--- src/hw/exec_pkg.sv ---
// constants and opcode enumeration for the branch and bit-operation execute unit
// assumes a single core clock; the decoder outside hands over one opcode per issue
package exec_pkg;

   // datapath widths
   localparam int PC_W      = 16;
   localparam int DATA_W    = 8;
   localparam int K_W       = 7;
   localparam int BIT_W     = 3;
   localparam int IO_ADDR_W = 5;

   // status flag bit positions
   localparam int FLAG_C = 0;
   localparam int FLAG_Z = 1;
   localparam int FLAG_N = 2;
   localparam int FLAG_V = 3;
   localparam int FLAG_S = 4;
   localparam int FLAG_H = 5;
   localparam int FLAG_T = 6;
   localparam int FLAG_I = 7;

   // reset values and fixed steps
   localparam logic [PC_W-1:0]   PC_RESET    = 16'h0000;
   localparam logic [PC_W-1:0]   PC_STEP     = 16'h0001;
   localparam logic [DATA_W-1:0] FLAGS_RESET = 8'h00;
   localparam logic [DATA_W-1:0] DATA_ZERO   = 8'h00;
   localparam logic [DATA_W-1:0] BIT_ONE     = 8'h01;

   // operations handled by this unit
   typedef enum logic [4:0] {
      op_nop,
      branch_if_equal,
      branch_if_not_equal,
      branch_on_carry_one,
      branch_on_carry_zero,
      branch_same_or_higher,
      branch_lower_unsigned,
      branch_if_minus,
      branch_if_plus,
      branch_signed_ge,
      branch_signed_less,
      branch_half_carry_one,
      branch_half_carry_zero,
      branch_overflow_zero,
      branch_irq_enabled,
      branch_irq_disabled,
      set_io_bit,
      clear_io_bit,
      shift_left_logical,
      shift_right_logical,
      rotate_left_through_carry,
      rotate_right_through_carry,
      arithmetic_shift_right,
      swap_nibbles,
      flag_set,
      flag_clear,
      store_bit_to_transfer_flag,
      load_bit_from_transfer_flag,
      global_irq_enable
   } op_e;

endpackage

--- src/hw/branch_and_bit_op_execute.sv ---
// execute unit for conditional relative branches and the bit / bit-test group
// assumes the decoder drives op and operands on the core clock and holds them
// only in the issue cycle; io_rdata is the current value of the addressed port
`timescale 1ns/1ns
`default_nettype none

module branch_and_bit_op_execute (
   input  wire logic                                  sys_clk,
   input  wire logic                                  nrst,
   input  wire logic                                  issue,
   input  wire exec_pkg::op_e                         op,
   input  wire logic [exec_pkg::K_W-1:0]              offset_k,
   input  wire logic [exec_pkg::BIT_W-1:0]            bit_sel,
   input  wire logic [exec_pkg::DATA_W-1:0]           reg_data,
   input  wire logic [exec_pkg::IO_ADDR_W-1:0]        io_addr,
   input  wire logic [exec_pkg::DATA_W-1:0]           io_rdata,
   output logic      [exec_pkg::PC_W-1:0]             prog_counter,
   output logic      [exec_pkg::DATA_W-1:0]           status_flags,
   output logic      [exec_pkg::DATA_W-1:0]           result_data,
   output logic                                       result_we,
   output logic      [exec_pkg::IO_ADDR_W-1:0]        io_waddr,
   output logic      [exec_pkg::DATA_W-1:0]           io_wdata,
   output logic                                       io_we,
   output logic                                       busy,
   output logic                                       done
);

   typedef enum logic [0:0] {st_idle, st_finish} state_e;

   state_e                              state_reg;
   logic [exec_pkg::PC_W-1:0]           pc_reg;
   logic [exec_pkg::PC_W-1:0]           target_reg;
   logic [exec_pkg::DATA_W-1:0]         status_flags_reg;
   logic [exec_pkg::DATA_W-1:0]         status_flags_next;
   logic [exec_pkg::DATA_W-1:0]         result_reg;
   logic [exec_pkg::DATA_W-1:0]         result_next;
   logic                                result_we_reg;
   logic                                writes_reg_next;
   logic [exec_pkg::IO_ADDR_W-1:0]      io_waddr_reg;
   logic [exec_pkg::DATA_W-1:0]         io_wdata_reg;
   logic                                io_we_reg;
   logic                                done_reg;
   logic                                accept;
   logic                                is_branch;
   logic                                cond_met;
   logic                                shift_carry;
   logic [exec_pkg::DATA_W-1:0]         bit_mask;
   logic [exec_pkg::PC_W-1:0]           jump_target;
   logic                                io_op;
   logic                                two_cycle;
   logic                                io_pend_reg;

   assign prog_counter = pc_reg;
   assign status_flags = status_flags_reg;
   assign result_data  = result_reg;
   assign result_we    = result_we_reg;
   assign io_waddr     = io_waddr_reg;
   assign io_wdata     = io_wdata_reg;
   assign io_we        = io_we_reg;
   assign busy         = (state_reg == st_finish);
   assign done         = done_reg;

   ////////////////////////////////////////////////////////////////////////////
   // issue acceptance and branch condition

   // a request during the second cycle of a two-cycle op is ignored
   assign accept    = issue && (state_reg == st_idle);
   assign bit_mask  = exec_pkg::BIT_ONE << bit_sel;
   assign io_op     = op inside {exec_pkg::set_io_bit, exec_pkg::clear_io_bit};
   assign two_cycle = (is_branch && cond_met) || io_op;

   assign jump_target = pc_reg
                      + {{(exec_pkg::PC_W-exec_pkg::K_W){offset_k[exec_pkg::K_W-1]}}, offset_k}
                      + exec_pkg::PC_STEP;

   // flag test for every branch form
   always_comb begin
      is_branch = 1'b1;
      cond_met  = 1'b0;
      unique case (op)
         exec_pkg::branch_if_equal:        cond_met = status_flags_reg[exec_pkg::FLAG_Z];
         exec_pkg::branch_if_not_equal:    cond_met = !status_flags_reg[exec_pkg::FLAG_Z];
         exec_pkg::branch_on_carry_one,
         exec_pkg::branch_lower_unsigned:  cond_met = status_flags_reg[exec_pkg::FLAG_C];
         exec_pkg::branch_on_carry_zero,
         exec_pkg::branch_same_or_higher:  cond_met = !status_flags_reg[exec_pkg::FLAG_C];
         exec_pkg::branch_if_minus:        cond_met = status_flags_reg[exec_pkg::FLAG_N];
         exec_pkg::branch_if_plus:         cond_met = !status_flags_reg[exec_pkg::FLAG_N];
         exec_pkg::branch_signed_ge:       cond_met = !(status_flags_reg[exec_pkg::FLAG_N]
                                                      ^ status_flags_reg[exec_pkg::FLAG_V]);
         exec_pkg::branch_signed_less:     cond_met = status_flags_reg[exec_pkg::FLAG_N]
                                                    ^ status_flags_reg[exec_pkg::FLAG_V];
         exec_pkg::branch_half_carry_one:  cond_met = status_flags_reg[exec_pkg::FLAG_H];
         exec_pkg::branch_half_carry_zero: cond_met = !status_flags_reg[exec_pkg::FLAG_H];
         exec_pkg::branch_overflow_zero:   cond_met = !status_flags_reg[exec_pkg::FLAG_V];
         exec_pkg::branch_irq_enabled:     cond_met = status_flags_reg[exec_pkg::FLAG_I];
         exec_pkg::branch_irq_disabled:    cond_met = !status_flags_reg[exec_pkg::FLAG_I];
         default:               is_branch = 1'b0;
      endcase
   end

   ////////////////////////////////////////////////////////////////////////////
   // register-operand datapath and flag update

   // shifts share the z n v derivation, swap and bit load touch no flag
   always_comb begin
      status_flags_next = status_flags_reg;
      result_next       = reg_data;
      writes_reg_next   = 1'b0;
      shift_carry       = 1'b0;
      unique case (op)
         exec_pkg::shift_left_logical: begin
            result_next = {reg_data[exec_pkg::DATA_W-2:0], 1'b0};
            shift_carry = reg_data[exec_pkg::DATA_W-1];
         end
         exec_pkg::shift_right_logical: begin
            result_next = {1'b0, reg_data[exec_pkg::DATA_W-1:1]};
            shift_carry = reg_data[0];
         end
         exec_pkg::rotate_left_through_carry: begin
            result_next = {reg_data[exec_pkg::DATA_W-2:0], status_flags_reg[exec_pkg::FLAG_C]};
            shift_carry = reg_data[exec_pkg::DATA_W-1];
         end
         exec_pkg::rotate_right_through_carry: begin
            result_next = {status_flags_reg[exec_pkg::FLAG_C], reg_data[exec_pkg::DATA_W-1:1]};
            shift_carry = reg_data[0];
         end
         exec_pkg::arithmetic_shift_right: begin
            result_next = {reg_data[exec_pkg::DATA_W-1], reg_data[exec_pkg::DATA_W-1:1]};
            shift_carry = reg_data[0];
         end
         exec_pkg::swap_nibbles: begin
            result_next     = {reg_data[3:0], reg_data[exec_pkg::DATA_W-1:4]};
            writes_reg_next = 1'b1;
         end
         exec_pkg::flag_set:   status_flags_next = status_flags_reg | bit_mask;
         exec_pkg::flag_clear: status_flags_next = status_flags_reg & ~bit_mask;
         exec_pkg::store_bit_to_transfer_flag:
            status_flags_next[exec_pkg::FLAG_T] = reg_data[bit_sel];
         exec_pkg::load_bit_from_transfer_flag: begin
            result_next = status_flags_reg[exec_pkg::FLAG_T] ? (reg_data | bit_mask)
                                                               : (reg_data & ~bit_mask);
            writes_reg_next = 1'b1;
         end
         exec_pkg::global_irq_enable: status_flags_next[exec_pkg::FLAG_I] = 1'b1;
         default: ;
      endcase
      if (op inside {exec_pkg::shift_left_logical, exec_pkg::shift_right_logical,
                     exec_pkg::rotate_left_through_carry, exec_pkg::rotate_right_through_carry,
                     exec_pkg::arithmetic_shift_right}) begin
         writes_reg_next                     = 1'b1;
         status_flags_next[exec_pkg::FLAG_C] = shift_carry;
         status_flags_next[exec_pkg::FLAG_Z] = (result_next == exec_pkg::DATA_ZERO);
         status_flags_next[exec_pkg::FLAG_N] = result_next[exec_pkg::DATA_W-1];
         status_flags_next[exec_pkg::FLAG_V] = result_next[exec_pkg::DATA_W-1] ^ shift_carry;
      end
   end

   ////////////////////////////////////////////////////////////////////////////
   // sequencing

   always_ff @(posedge sys_clk or negedge nrst) begin
      if (!nrst) begin
         state_reg <= st_idle;
      end else if (accept && two_cycle) begin
         state_reg <= st_finish;
      end else begin
         state_reg <= st_idle;
      end
   end

   // done pulses in the cycle after the last cycle of every op
   always_ff @(posedge sys_clk or negedge nrst) begin
      if (!nrst) begin
         done_reg <= 1'b0;
      end else begin
         done_reg <= (state_reg == st_finish) || (accept && !two_cycle);
      end
   end

   always_ff @(posedge sys_clk or negedge nrst) begin
      if (!nrst) begin
         pc_reg     <= exec_pkg::PC_RESET;
         target_reg <= exec_pkg::PC_RESET;
      end else if (state_reg == st_finish) begin
         pc_reg <= target_reg;
      end else if (accept) begin
         // fall-through target held for the io ops, jump target for taken branches
         target_reg <= (is_branch && cond_met) ? jump_target : pc_reg + exec_pkg::PC_STEP;
         if (!two_cycle) begin
            pc_reg <= pc_reg + exec_pkg::PC_STEP;
         end
      end
   end

   // branches and io ops leave the flags alone through the default path
   always_ff @(posedge sys_clk or negedge nrst) begin
      if (!nrst) begin
         status_flags_reg <= exec_pkg::FLAGS_RESET;
      end else if (accept) begin
         status_flags_reg <= status_flags_next;
      end
   end

   // register write-back, one-cycle strobe
   always_ff @(posedge sys_clk or negedge nrst) begin
      if (!nrst) begin
         result_reg    <= exec_pkg::DATA_ZERO;
         result_we_reg <= 1'b0;
      end else begin
         result_we_reg <= accept && writes_reg_next;
         if (accept && writes_reg_next) begin
            result_reg <= result_next;
         end
      end
   end

   // read-modify-write of the port
   // the port is sampled at issue; a write to it by others in between is lost
   always_ff @(posedge sys_clk or negedge nrst) begin
      if (!nrst) begin
         io_waddr_reg <= '0;
         io_wdata_reg <= exec_pkg::DATA_ZERO;
         io_pend_reg  <= 1'b0;
         io_we_reg    <= 1'b0;
      end else begin
         // strobe trails the issue by two cycles and follows only port ops, not branches
         io_pend_reg <= accept && io_op;
         io_we_reg   <= io_pend_reg;
         if (accept && op == exec_pkg::set_io_bit) begin
            io_waddr_reg <= io_addr;
            io_wdata_reg <= io_rdata | bit_mask;
         end else if (accept && op == exec_pkg::clear_io_bit) begin
            io_waddr_reg <= io_addr;
            io_wdata_reg <= io_rdata & ~bit_mask;
         end
      end
   end
endmodule

`default_nettype wire

--- config.mk ---
export PLATFORM = sky130hd
export DESIGN_NAME = branch_and_bit_op_execute
export DESIGN_NICKNAME = d
export VERILOG_FILES = /design/src/hw/exec_pkg.sv /design/src/hw/branch_and_bit_op_execute.sv
export SDC_FILE = /design/constraint.sdc
export NUM_CORES = 1
export LEC_CHECK = 0
export BUFFER_PORTS_ARGS = -buffer_cell sky130_fd_sc_hd__buf_4
export CAP_MARGIN = 20
export CORE_ASPECT_RATIO = 1.25
export CORE_UTILIZATION = 60
export CTS_CLUSTER_DIAMETER = 200
export DETAILED_ROUTE_END_ITERATION = 10
export GPL_TIMING_DRIVEN = 0
export PLACE_DENSITY = 0.85
export SETUP_SLACK_MARGIN = 0.1
export SYNTH_ARGS = -nofsm -noshare
export SYNTH_HDL_FRONTEND = slang
export SYNTH_SLANG_ARGS = --single-unit
--- constraint.sdc ---
create_clock -name sys_clk -period 7 [get_ports sys_clk]
set_input_delay 1.4 -clock sys_clk [delete_from_list [all_inputs] [get_ports sys_clk]]
set_output_delay 1.4 -clock sys_clk [all_outputs]
set_load 0.02 [all_outputs]
==> impl_metrics.toml <==
[status]
run_status = "finished clean"

[timing]
drv_slew = 0
worst_pin_slew_ps = 813
relSlewSlack_pct = 45.7
setup_tns_ps = 0
setup_viol = 0
fin_crit_sh_pct = 51.0
timing.final.ws_setup_ps = 3430
finalClockSkew_ps = 9.83
fmax_mhz = 280
rsz0062_at_grt = "no"
period_minus_slack_ps = 3570
finalHoldViolations = 0

[setup_path]
crit_top_cell = "inv_1"
worstPathRequired_ps = 7230
rrSetupSlack_ps = 3990
cp.arrival_ps = 3800
r2r-end = "target_reg[14]$_DFFE_PN0P_"
cp_slowest_cell = "fa_1"
cp_slowest_stage_delay_ps = 420
critPathLaunchType = "input pin"
reg2reg_depth = 10
crit_path_max_fanout = 3
critical_path.cell_chain = "buf_4 -> inv_1 -> ha_1 -> inv_1 -> fa_1 -> a211o_1 -> a21o_1 -> o32a_1 -> a211oi_1 -> xnor2_1 -> a221o_1"
reg2reg_from = "prog_counter[0]$_DFFE_PN0P_"
cp-end-kind = "flip-flop"
worstSetupPathType = "input pin to flip-flop"

[clock_tree]
clock_path_buffers = 2
clkLatencyLatePin_ps = 350
cts_made_buffers = 9
clk_pin_slew_worst_paths_ps = 70
cts_tree = "built"
postCtsSetupRepairBufs = 0
cts_resized = 0
htree_levels = 3
clockRootBuffer = "clkbuf_8"
hold_buffers = 0
cts_sinks = 66

[place]
post-place-ws_ps = 3060
finalWeightedCongestion = 0.970
dp_hpwl_mm = 10.3
placedCellCount = 749
port_buffers = 83

[yosys]
netlist_area_mm2 = 0.00479
synth-seq-cells = 66
syn-instance-count = 571
synth_top_flop_cell = "dfrtp_1"
synth.avg_cell_area_um2 = 8.40
synth.distinct_cells = 62
ys_seq_area_share_pct = 34.4
yosys_warnings = 0
synthesis.nets = 627
synth_edf_count = 0
synthArstFlopShare_pct = 100

[die]
initial_utilization_pct = 61.9
dieArea_mm2 = 0.00835
dieHeight_um = 102
die_x_um = 82.0
coreArea_mm2 = 0.00775
io_pins = 88
rows = 36

[pwr]
sw_frac_of_total_pct = 43.1
pwr-share-seq_pct = 33.7
power.internal_w = 0.00109
ir_worst_vdd_v = 0.000213
p_leak_nw = 2.62
powerDensity_mw_per_mm2 = 335
power_frac_clock_pct = 17.3
p_switching_w = 0.000828
p_comb_share_pct = 49.1

[min_path]
hold_class = "flip-flop to flip-flop"
min_from = "io_pend_reg$_DFF_PN0_"
min_path_cells = 0
holdPathEnd = "io_we$_DFF_PN0_"

[layout]
syn_to_final_growth_pct = 19.7
final_nets = 721
antenna_cells = 0
layout-drive-gt1-share_pct = 19.3
final_common_cell = "nand2_1"
final_cell_mix = "nand2_1, buf_4, dfrtp_1, nor2_1, a21oi_1"
fin_cells = 765

[grt]
grt_pass1_vias = 4719
antenna_found_initial = 0
grt_max_degree = 67
grtUsageTotal_pct = 35.1
grt_pass1_wl_mm = 22.1
grt-ovfl-total = 0

[drt]
routed_wl_mm = 13.9
drt-vias-per-instance = 6.48
dr.pass1.iters = 5
drc = 0
vias = 4954
antenna_left = 0
drtIter0Drc = 291
routedWlPerCell_um = 18.2

[job]
maxCapViolations = 0
==> area by class of cell <==
type	instances	area, um^2
clock inverter	6	66.3
inverter	11	41.3
sequential	66	1650
timing repair buffer	83	623
buffer	36	164
multi-input combinational	458	2940
fill	620	2010
clock buffer	10	138
tap	95	119
==> metrics by stage <==
stage	hold slack [ps]	util [%]	total power, W	instance area, um^2
floorplan	331	-	0.00126	4790
global placement	334	71.5	0.00154	5540
detailed placement	347	71.5	0.00157	5540
CTS	363	74.1	0.00191	5740
global route	380	74.1	0.00205	5740
finish	361	74.1	0.00192	5740
==> power groups by stage <==
stage | Combinational [W] | Sequential [W] | Clock, W
2_1_floorplan | 0.000555 | 0.000702 | 0
3_3_place_gp | 0.000903 | 0.000637 | 0
4_1_cts | 0.000937 | 0.000639 | 0.000333
5_1_grt | 0.00104 | 0.000658 | 0.000349
6_report | 0.000943 | 0.000647 | 0.000332
3_5_place_dp | 0.000933 | 0.000642 | 0
==> how the worst max path moves through the flow <==
stage,cells after the start,start,slack [ps],end
finish,11,offset_k[0],3430,target_reg[14]$_DFFE_PN0P_
global route,11,offset_k[0],3340,target_reg[14]$_DFFE_PN0P_
CTS,11,offset_k[0],3430,target_reg[14]$_DFFE_PN0P_
detailed placement,11,offset_k[0],3060,target_reg[14]$_DFFE_PN0P_
global placement,11,offset_k[0],3090,target_reg[14]$_DFFE_PN0P_
floorplan,10,offset_k[0],3390,target_reg[14]$_DFFE_PN0P_
==> Yosys cell counts (all sizes together), types with 11 or more instances <==
master / count / area, um^2
o21ai: 34 / 170
dfrtp: 66 / 1650
nand2: 86 / 323
mux2i: 16 / 160
nand2b: 11 / 68.8
ha: 16 / 200
a21oi: 38 / 190
clkbuf: 21 / 78.8
o221ai: 11 / 96.3
nor2b: 12 / 75.1
inv: 11 / 41.3
nor2: 42 / 158
buf: 15 / 85.1
nand3: 21 / 105
xnor2: 18 / 158
==> critical path: cells and delay by family <==
| family | cells | cell delay, ps |
|---|---|---|
| AO/OA/AOI/OAI | 5 | 1520 |
| adder cells (fa/ha/maj) | 2 | 580 |
| buffers and inverters | 3 | 190 |
| XOR/XNOR | 1 | 110 |
==> layer usage <==
| layer | part of all wire (%) | track usage, % | up-vias |
|---|---|---|---|
| li1 | - | - | 2283 |
| met3 | 7.9 | 6.52 | 57 |
| met5 | 0 | 0 | - |
| met1 | 38 | 40.3 | 2342 |
| met4 | 4.4 | 21.3 | 0 |
| met2 | 50 | 59.7 | 272 |
==> cells by family (layout without fill, tap and decap cells) <==
group                    count (synthesis)  in the layout  synth area share [%]
AO/OA/AOI/OAI                          156            156                  21.9
multiplexers                            28             28                  6.63
flip-flops                              66             66                  34.4
AND/OR/NAND/NOR                        233            233                  23.7
buffers and inverters                   47            146                  4.28
adder cells (fa/ha/maj)                 17             17                  4.59
XOR/XNOR                                24             24                  4.38
Power figures use the tool's default switching activity.
